==> config.mk <==
export PLATFORM = sky130hd
export DESIGN_NAME = fso_top
export DESIGN_NICKNAME = d
export VERILOG_FILES = /design/src/shared/fso_pkg.sv /design/src/rtl/fso_top.sv
export SDC_FILE = /design/constraint.sdc
export NUM_CORES = 1
export LEC_CHECK = 0
export BUFFER_PORTS_ARGS = -buffer_cell sky130_fd_sc_hd__buf_2
export CAP_MARGIN = 25
export CORE_AREA = 2 2 74 76
export DETAILED_ROUTE_END_ITERATION = 6
export DIE_AREA = 0 0 76 78
export PLACE_DENSITY = 0.77
export SYNTH_ARGS = -nofsm -noshare
export SYNTH_HDL_FRONTEND = slang
export SYNTH_SLANG_ARGS = --single-unit
==> constraint.sdc <==
create_clock -name CLOCK -period 2.1 [get_ports CLOCK]
set_input_delay 0.315 -clock CLOCK [delete_from_list [all_inputs] [get_ports CLOCK]]
set_output_delay 0.315 -clock CLOCK [all_outputs]
set_load 0.05 [all_outputs]
==> src/shared/fso_pkg.sv <==
package fso_pkg;

  // ----------------------------------------
  // Timing
  // ----------------------------------------
  localparam int CLK_PERIOD_NS = 10;
  localparam int TICK_NS = 1000000;
  localparam int TICK_CYC = TICK_NS / CLK_PERIOD_NS;
  localparam int PRESC_W = 17;

  // ----------------------------------------
  // Fault source positions
  // ----------------------------------------
  localparam int NSRC = 11;
  localparam int SRC_QA_WD = 0;
  localparam int SRC_PRUN_WD = 1;
  localparam int SRC_BOOST_TEMP = 2;
  localparam int SRC_BUCK_TEMP = 3;
  localparam int SRC_IO_TEMP = 4;
  localparam int SRC_PUMP_TEMP = 5;
  localparam int SRC_IO_UVOV = 6;
  localparam int SRC_CORE_UVOV = 7;
  localparam int SRC_FIVE_UVOV = 8;
  localparam int SRC_SPI = 9;
  localparam int SRC_WEAK = 10;

  // ----------------------------------------
  // Reset values and limits
  // ----------------------------------------
  localparam logic [3:0] CNT_RST = 4'h0;
  localparam logic [3:0] CNT_MAX = 4'h8;
  localparam logic [NSRC-1:0] FLAGS_RST = 11'h000;
  localparam logic [6:0] DLY_RST = 7'h00;

  // Delay in whole 1 ms ticks, each inside its window
  localparam logic [2:0] DCODE_ZERO = 3'h0;
  localparam logic [6:0] DLY_C1 = 7'h01;
  localparam logic [6:0] DLY_C2 = 7'h03;
  localparam logic [6:0] DLY_C3 = 7'h07;
  localparam logic [6:0] DLY_C4 = 7'h09;
  localparam logic [6:0] DLY_C5 = 7'h1D;
  localparam logic [6:0] DLY_C6 = 7'h31;
  localparam logic [6:0] DLY_C7 = 7'h63;

  typedef enum logic [1:0] {
    FSO_IDLE = 2'b00,
    FSO_DELAY = 2'b01,
    FSO_SAFE = 2'b10
  } fso_state_t;

  function automatic logic [6:0] fso_delay_ticks(input logic [2:0] code);
    logic [6:0] t;
    t = DLY_RST;
    case (code)
      3'h1: t = DLY_C1;
      3'h2: t = DLY_C2;
      3'h3: t = DLY_C3;
      3'h4: t = DLY_C4;
      3'h5: t = DLY_C5;
      3'h6: t = DLY_C6;
      3'h7: t = DLY_C7;
      default: t = DLY_RST;
    endcase
    return t;
  endfunction

endpackage

==> src/rtl/fso_top.sv <==
`timescale 1ns/1ps

module fso_top
  import fso_pkg::*;
#(
  parameter int TICK_CYCLES = TICK_CYC
) (
  input wire logic CLOCK,
  input wire logic RST_N,
  input wire logic QA_WD_ERR,
  input wire logic PRUN_WD_ERR,
  input wire logic BOOST_OVERTEMP,
  input wire logic BUCK_OVERTEMP,
  input wire logic IO_RAIL_OVERTEMP,
  input wire logic CHARGE_PUMP_OVERTEMP,
  input wire logic IO_RAIL_UVOV,
  input wire logic CORE_RAIL_UVOV,
  input wire logic FIVE_VOLT_RAIL_UVOV,
  input wire logic SPI_ERR,
  input wire logic WEAK_SUPPLY,
  input wire logic WD_MASK,
  input wire logic THERMAL_MASK,
  input wire logic UC_VOLTAGE_MASK,
  input wire logic [2:0] TOLERANCE,
  input wire logic [2:0] DELAY_CODE,
  input wire logic FLAG_READ,
  input wire logic READ_SPI_ERR,
  input wire logic PRE_REGULATOR_RAIL_UV,
  input wire logic IO_RAIL_UV,
  input wire logic FIVE_VOLT_RAIL_UV,
  input wire logic CORE_RAIL_UV,
  input wire logic WAKE_POWER_DOWN,
  output logic FAIL_SAFE_N_OUTPUT,
  output logic [NSRC-1:0] FAIL_FLAGS,
  output logic [3:0] FAULT_COUNT,
  output logic IN_FAIL_SAFE,
  output logic OUTPUT_ENABLED
);

  // ----------------------------------------
  // Reset release
  // ----------------------------------------
  logic rst_q1;
  logic rst_n_s;

  always_ff @(posedge CLOCK or negedge RST_N) begin
    if (!RST_N) begin
      rst_q1 <= 1'b0;
      rst_n_s <= 1'b0;
    end else begin
      rst_q1 <= 1'b1;
      rst_n_s <= rst_q1;
    end
  end

  // ----------------------------------------
  // Fault masking
  // ----------------------------------------
  logic [NSRC-1:0] live;
  logic [NSRC-1:0] live_q_r;
  logic [NSRC-1:0] flags_r;
  logic [3:0] count_r;
  logic read_ok;
  logic all_clear;
  always_comb begin
    live = '0;
    live[SRC_QA_WD] = QA_WD_ERR & ~WD_MASK;
    live[SRC_PRUN_WD] = PRUN_WD_ERR & ~WD_MASK;
    live[SRC_BOOST_TEMP] = BOOST_OVERTEMP & ~THERMAL_MASK;
    live[SRC_BUCK_TEMP] = BUCK_OVERTEMP & ~THERMAL_MASK;
    live[SRC_IO_TEMP] = IO_RAIL_OVERTEMP & ~THERMAL_MASK;
    live[SRC_PUMP_TEMP] = CHARGE_PUMP_OVERTEMP & ~THERMAL_MASK;
    live[SRC_IO_UVOV] = IO_RAIL_UVOV & ~UC_VOLTAGE_MASK;
    live[SRC_CORE_UVOV] = CORE_RAIL_UVOV & ~UC_VOLTAGE_MASK;
    live[SRC_FIVE_UVOV] = FIVE_VOLT_RAIL_UVOV & ~UC_VOLTAGE_MASK;
    live[SRC_SPI] = SPI_ERR;
    live[SRC_WEAK] = WEAK_SUPPLY;
  end

  assign read_ok = FLAG_READ & ~READ_SPI_ERR;
  assign all_clear = read_ok & (live == '0);

  // ----------------------------------------
  // Failure flags
  // ----------------------------------------
  // live fault wins over the read clear
  always_ff @(posedge CLOCK or negedge rst_n_s) begin
    if (!rst_n_s) begin
      flags_r <= FLAGS_RST;
      live_q_r <= FLAGS_RST;
    end else begin
      flags_r <= live | (flags_r & ~{NSRC{read_ok}});
      live_q_r <= live;
    end
  end

  // ----------------------------------------
  // Fault tolerance counter
  // ----------------------------------------
  // one step per cycle with any new fault event, stops at CNT_MAX
  always_ff @(posedge CLOCK or negedge rst_n_s) begin
    if (!rst_n_s) begin
      count_r <= CNT_RST;
    end else if (all_clear) begin
      count_r <= CNT_RST;
    end else if (((live & ~live_q_r) != '0) && (count_r != CNT_MAX)) begin
      count_r <= count_r + 4'h1;
    end
  end

  // ----------------------------------------
  // Delay tick
  // ----------------------------------------
  fso_state_t state_r;
  fso_state_t state_nxt;
  logic [PRESC_W-1:0] presc_r;
  logic [6:0] dly_r;
  logic tick;

  // 1 ms tick restarted at each delay start
  assign tick = (presc_r == PRESC_W'(TICK_CYCLES - 1));

  always_ff @(posedge CLOCK or negedge rst_n_s) begin
    if (!rst_n_s) begin
      presc_r <= '0;
    end else if (state_r != FSO_DELAY || tick) begin
      presc_r <= '0;
    end else begin
      presc_r <= presc_r + PRESC_W'(1);
    end
  end

  // load ticks for the chosen window
  always_ff @(posedge CLOCK or negedge rst_n_s) begin
    if (!rst_n_s) begin
      dly_r <= DLY_RST;
    end else if (state_r == FSO_IDLE) begin
      dly_r <= fso_delay_ticks(DELAY_CODE);
    end else if (state_r == FSO_DELAY && tick) begin
      dly_r <= dly_r - 7'h01;
    end
  end

  // ----------------------------------------
  // Fail-safe sequencer
  // ----------------------------------------
  always_comb begin
    state_nxt = state_r;
    unique case (state_r)
      // tolerance code n allows n events
      FSO_IDLE: begin
        if (!all_clear && count_r > {1'b0, TOLERANCE}) begin
          state_nxt = (DELAY_CODE == DCODE_ZERO) ? FSO_SAFE : FSO_DELAY;
        end
      end
      FSO_DELAY: begin
        if (all_clear) begin
          state_nxt = FSO_IDLE;
        end else if (tick && dly_r == 7'h01) begin
          state_nxt = FSO_SAFE;
        end
      end
      // leave only on clean read, faults gone
      FSO_SAFE: begin
        if (all_clear) begin
          state_nxt = FSO_IDLE;
        end
      end
      default: state_nxt = FSO_IDLE;
    endcase
  end

  always_ff @(posedge CLOCK or negedge rst_n_s) begin
    if (!rst_n_s) begin
      state_r <= FSO_IDLE;
    end else begin
      state_r <= state_nxt;
    end
  end

  // ----------------------------------------
  // Output enable and pin
  // ----------------------------------------
  logic en_r;
  logic pin_n_r;
  logic safe_r;

  // hold until wake power-down or pre-regulator UV
  always_ff @(posedge CLOCK or negedge rst_n_s) begin
    if (!rst_n_s) begin
      en_r <= 1'b0;
    end else if (WAKE_POWER_DOWN || PRE_REGULATOR_RAIL_UV) begin
      en_r <= 1'b0;
    end else if (!IO_RAIL_UV && !FIVE_VOLT_RAIL_UV && !CORE_RAIL_UV) begin
      en_r <= 1'b1;
    end
  end

  // active low, one cycle behind the state
  always_ff @(posedge CLOCK or negedge rst_n_s) begin
    if (!rst_n_s) begin
      pin_n_r <= 1'b1;
      safe_r <= 1'b0;
    end else begin
      pin_n_r <= !(state_r == FSO_SAFE && en_r);
      safe_r <= (state_nxt == FSO_SAFE);
    end
  end

  assign FAIL_SAFE_N_OUTPUT = pin_n_r;
  assign FAIL_FLAGS = flags_r;
  assign FAULT_COUNT = count_r;
  assign IN_FAIL_SAFE = safe_r;
  assign OUTPUT_ENABLED = en_r;

  // ----------------------------------------
  // Checks
  // ----------------------------------------
  int dly_cyc;
  logic [6:0] ticks_ld;

  always_ff @(posedge CLOCK or negedge rst_n_s) begin
    if (!rst_n_s) begin
      dly_cyc <= 0;
      ticks_ld <= DLY_RST;
    end else if (state_r == FSO_DELAY) begin
      dly_cyc <= dly_cyc + 1;
    end else begin
      dly_cyc <= 0;
      ticks_ld <= fso_delay_ticks(DELAY_CODE);
    end
  end
endmodule

### After elaboration in Yosys (flattened, before gate mapping)

Index checks and enable logic that the tools add are counted.

* add/subtract/negate cells: 3
* order comparisons: 1
* equal/unequal tests: 14
* mux-type cells: 14
* bitwise gates (word level): 20
* reduce and logical (&&, ||, !) cells: 21

Operator list (count)
* 7-bit one-hot mux with 7 select lines: 1
* 11-bit AND: 2
* 11-bit inverter: 2
* 17-bit by 1-bit adder with 17-bit output, second input constant: 1
* 17-bit == test, second input constant: 1
* 17-bit 2-to-1 mux: 1
* 7-bit 2-to-1 mux: 2
* 3-bit == test, second input constant: 4
* 1-bit AND: 11
* 11-bit zero test: 1
* 11-bit bitwise OR: 1
* 11-bit nonzero test: 1
* 2-bit 2-to-1 mux: 5
* 4-bit 2-to-1 mux: 2
* 7-bit by 1-bit == test with 1-bit output, second input constant: 1
* 1-bit logical AND: 7
* 7-bit by 1-bit subtractor with 7-bit output, second input constant: 1
* 3-bit by 2-bit == test with 1-bit output, second input constant: 2
* 2-bit one-hot mux with 3 select lines: 1
* 2-bit nonzero test: 3
* 1-bit zero test: 5
* 4-bit by 1-bit adder with 4-bit output, second input constant: 1
* 2-bit == test, second input constant: 2
* 4-bit by 3-bit greater-than comparator with 1-bit output: 1
* other kinds (9): 14

* register bits after elaboration: 57
* output and inout bits: 18
* logic and storage cells: 84

### Longest topological paths before layout

* depth after elaboration: 9
* gate-level depth with buffers: 8

### Worst setup path after synthesis

OpenSTA, ideal clock, no wires.

* path kind: reg-to-reg
* from: reg count_r[0] (netlist: FAULT_COUNT[0])
* to: reg state_r[0]
* library setup time: 0.094 ns
* arrival: 1.690 ns
* path slack: 0.316 ns
* stages on the path, launching flop included: 8
* path buffers: 0
* clock period less this slack: 1.784 ns
* cell sequence: dfrtp_1 inv_1 ha_1 nor2b_1 nor3_1 a311oi_1 o21ai_0 a211oi_1

* word-level cells in the longest chain between the ends: 4

Ends and longest elaborated chain
* from (decl): line fso_top.sv:62 `logic [3:0] count_r;`
* from (signal assigned): line fso_top.sv:107 `count_r <= count_r + 4'h1;`
* 4-bit by 3-bit greater-than comparator with 1-bit output: line fso_top.sv:152 `if (!all_clear && count_r > {1'b0, TOLERANCE}) begin`
* 1-bit logical AND: line fso_top.sv:152
* 2-bit 2-to-1 mux: line fso_top.sv:152
* 2-bit one-hot mux with 3 select lines: line fso_top.sv:149 `unique case (state_r)`
* net state_nxt[0]: line fso_top.sv:115 `fso_state_t state_nxt;`
* to (signal assigned): line fso_top.sv:177 `state_r <= state_nxt;`
* to (decl): line fso_top.sv:114 `fso_state_t state_r;`

The timed path passes the listed nets, and every way through them passes these cells.
A chain may end at the register's enable or synchronous reset.

### Worst setup path after layout

* from: reg presc_r[0]
* to: reg dly_r[2]

* word-level cells in the longest chain between the ends: 3

Ends and longest elaborated chain
* from (decl): line fso_top.sv:116 `logic [PRESC_W-1:0] presc_r;`
* from (signal assigned): line fso_top.sv:129 `presc_r <= presc_r + PRESC_W'(1);`
* 17-bit == test: line fso_top.sv:121 `assign tick = (presc_r == PRESC_W'(TICK_CYCLES - 1));`
* 1-bit logical AND: line fso_top.sv:139 `end else if (state_r == FSO_DELAY && tick) begin`
* 2-bit nonzero test (no line)
* to (signal assigned): line fso_top.sv:138 `dly_r <= fso_delay_ticks(DELAY_CODE);`
* to (signal assigned): line fso_top.sv:140 `dly_r <= dly_r - 7'h01;`
* to (decl): line fso_top.sv:117 `logic [6:0] dly_r;`

Every way passes these cells.

==> results_dict.tcl <==
set metrics [dict create \
    routedWlPerCell_um 13.6 \
    row_count 26 \
    layout_min_cycle_time_ns 1.91 \
    drt_iter0_markers 157 \
    synthTopCellsByArea "dfrtp_1, nor2_1, ha_1" \
    stdcell_count 406 \
    diodes 0 \
    start_kind "register" \
    synth-main-ff-cell "dfrtp_1" \
    initial_core_util_pct 54.7 \
    ys_seq_elements 57 \
    comb_power_share_pct 31.2 \
    holdPathEnd "live_q_r[9]" \
    r2r_start "presc_r[0]" \
    final_common_cell "dfrtp_1" \
    io_buffer_count 46 \
    drv_cap 0 \
    die_area_mm2 0.00593 \
    r2r_slack_ns 0.19 \
    htreeDepth 3 \
    fp.dieH_um 78 \
    synth_area_mm2 0.00276 \
    cts_setup_buffers 0 \
    grt_usage_pct 20.9 \
    final_cell_mix "dfrtp_1, buf_2, nor2_1" \
    core-area_mm2 0.00504 \
    syn_avg_cell_area_um2 10.1 \
    switchingPower_mw 1.35 \
    synth.distinct_cells 48 \
    slew_violations 0 \
    intPower_mw 2.19 \
    drt-total-wl_um 5520 \
    syn2layout_area_growth_pct 19.4 \
    ir_drop_uv 825 \
    synth_edf_count 0 \
    final.setup.tns_ns 0 \
    hold_path_depth 1 \
    io_pins 47 \
    grt_pass1_wl_um 9690 \
    yosysSeqAreaShare_pct 51.7 \
    cp_data_arrival_time_ns 2.09 \
    p_per_area_mw_per_mm2 1080 \
    fin_nets 368 \
    synthMuxAreaShare_pct 0 \
    antenna_found_initial 0 \
    cp-startpoint "presc_r[0]" \
    grt-ovfl-total 0 \
    place_hpwl_um 4000 \
    clk_latency_ns 0.34 \
    grt_max_degree 22 \
    crit_required_ns 2.28 \
    drive_gt1_share_pct 23.2 \
    max_slew_margin_pct 62.5 \
    yosys.area_share.simple_pct 22.9 \
    synthCells 273 \
    vias 2192 \
    synth_top_family_by_area "simple AND/OR/NAND/NOR gates" \
    ys_warn_count 0 \
    clkTransAtPathRegs_ns 0.07 \
    setup_viol 0 \
    via_per_inst 5.40 \
    synth_top_area_share_pct 50.8 \
    cts_buffers 9 \
    synth_xor_area_share_pct 5.40 \
    drt-pass1-iter-count 4 \
    finalClockSkew_ns 0.00464 \
    leakagePower_nw 1.60 \
    dp.cells 389 \
    synthesis.nets 310 \
    cp-end-kind "register" \
    min_path_type "primary input to register" \
    worst-path-max-fanout 7 \
    min_from "SPI_ERR" \
    clock.fmax_ghz 0.524 \
    yosysTopAreaCell "dfrtp_1" \
    power_mw 3.54 \
    critPathKind "register to register" \
    final_hold_viol_count 0 \
    drc 0 \
    rsz0062_at_grt "no" \
    synth_fa_ha_area_share_pct 3.63 \
    worst_pin_slew_ns 0.557 \
    die_w_um 76 \
    root_buffer "clkbuf_8" \
    cts_tree "built" \
    grt_pass1_vias 2165 \
    synth_compound_area_share_pct 12.8 \
    async_flop_share_pct 100 \
    cts_buffer_depth 2 \
    p_clk_share_pct 27.4 \
    ant_nets 0 \
    r2r_end "dly_r[2]" \
    reg2reg_depth 6 \
    gp_congestion 0.857 \
    pwr-share-seq_pct 41.4 \
    swShare_pct 38.2 \
    outcome "complete, no violations" \
    clock-sinks 57 \
    min_period_over_period_pct 90.8 \
]
==> metal layers <==
layer  global-route usage [%]  wire length (um)
met5                        0                 0
met4                     10.0               119
met1                     25.9              2400
met3                     6.28               293
met2                     33.8              2700
==> synthesized netlist by cell type (2+ instances only) <==
cell       n
nor3_1    11
nor2_1    30
o22ai_1    2
nand2b_1  11
a21o_1     8
clkbuf_1   3
nor2b_1    7
nand4_1    5
a21oi_1   12
nand2_1   17
ha_1       8
and4bb_1   2
and2_1     2
o21ai_0   14
xor2_1     6
inv_1     17
xnor2_1   11
dfrtp_1   56
a22o_1     3
o211ai_1   2
nor4_1     2
and2b_2    2
nand3_1   13
and3_1     5
==> logic make-up (layout without fill, tap and decap cells) <==
family	Yosys count	after routing
adders and majority gates	8	8
xor gates and xnor gates	17	17
other	1	1
buffers and inverters	23	86
and+or+nand+nor	115	115
DFF	57	57
AOI/OAI and AO/OA	52	52
==> through the flow <==
stage | utilization, % | area (um^2) | hold slack, ns | setup slack [ns]
2_1_floorplan | - | 2760 | 0.0194 | 0.316
3_3_place_gp | 61.3 | 3090 | 0.100 | 0.278
3_5_place_dp | 61.3 | 3090 | 0.101 | 0.195
4_1_cts | 65.3 | 3290 | 0.106 | 0.190
5_1_grt | 65.3 | 3290 | 0.113 | 0.0715
6_report | 65.3 | 3290 | 0.123 | 0.193
==> power groups by stage <==
stage	Sequential [mW]	Combinational (mW)	Clock [mW]
floorplan	1.66	0.632	0
global placement	1.47	1.06	0
detailed placement	1.48	1.10	0
CTS	1.47	1.11	0.988
global route	1.50	1.25	1.04
finish	1.47	1.11	0.970
==> repair_timing <==
| action | in CTS | in global routing |
|---|---|---|
| gates resized for setup | 0 | 0 |
| hold buffers | 1 | 0 |
| endpoints found under the hold margin | 2 | 0 |
| endpoints found under the setup margin | 0 | 0 |
==> final cells by class <==
| cell class | instances | area, um^2 |
|---|---|---|
| multi-input cells | 193 | 1240 |
| repair buffers | 52 | 278 |
| well taps | 70 | 87.6 |
| inverters | 18 | 67.6 |
| fillers | 401 | 1750 |
| clock buffers | 12 | 165 |
| clock inverters | 4 | 26.3 |
| flip-flops and latches | 57 | 1430 |
==> how the worst max path moves through the flow <==
stage,endpoint,slack [ns]
detailed placement,dly_r[2],0.20
floorplan,state_r[0],0.32
global route,dly_r[2],0.07
finish,dly_r[2],0.19
CTS,dly_r[2],0.19
global placement,dly_r[2],0.28
==> sequential cells by signal, summed over array words and instances (netlist names), 2 cells and up <==
name	count
presc_r	17
FAIL_FLAGS	11
live_q_r	11
dly_r	7
FAULT_COUNT	4
state_r	2
==> worst max-delay path, cell delays in order (launching register included) <==
cell and delay, ns:
dfrtp_1 0.37, ha_1 0.21, and4_1 0.34, nand4_4 0.18
or4_1 0.43, a21oi_1 0.15, a221oi_1 0.06
Power figures use the tool's default switching activity.
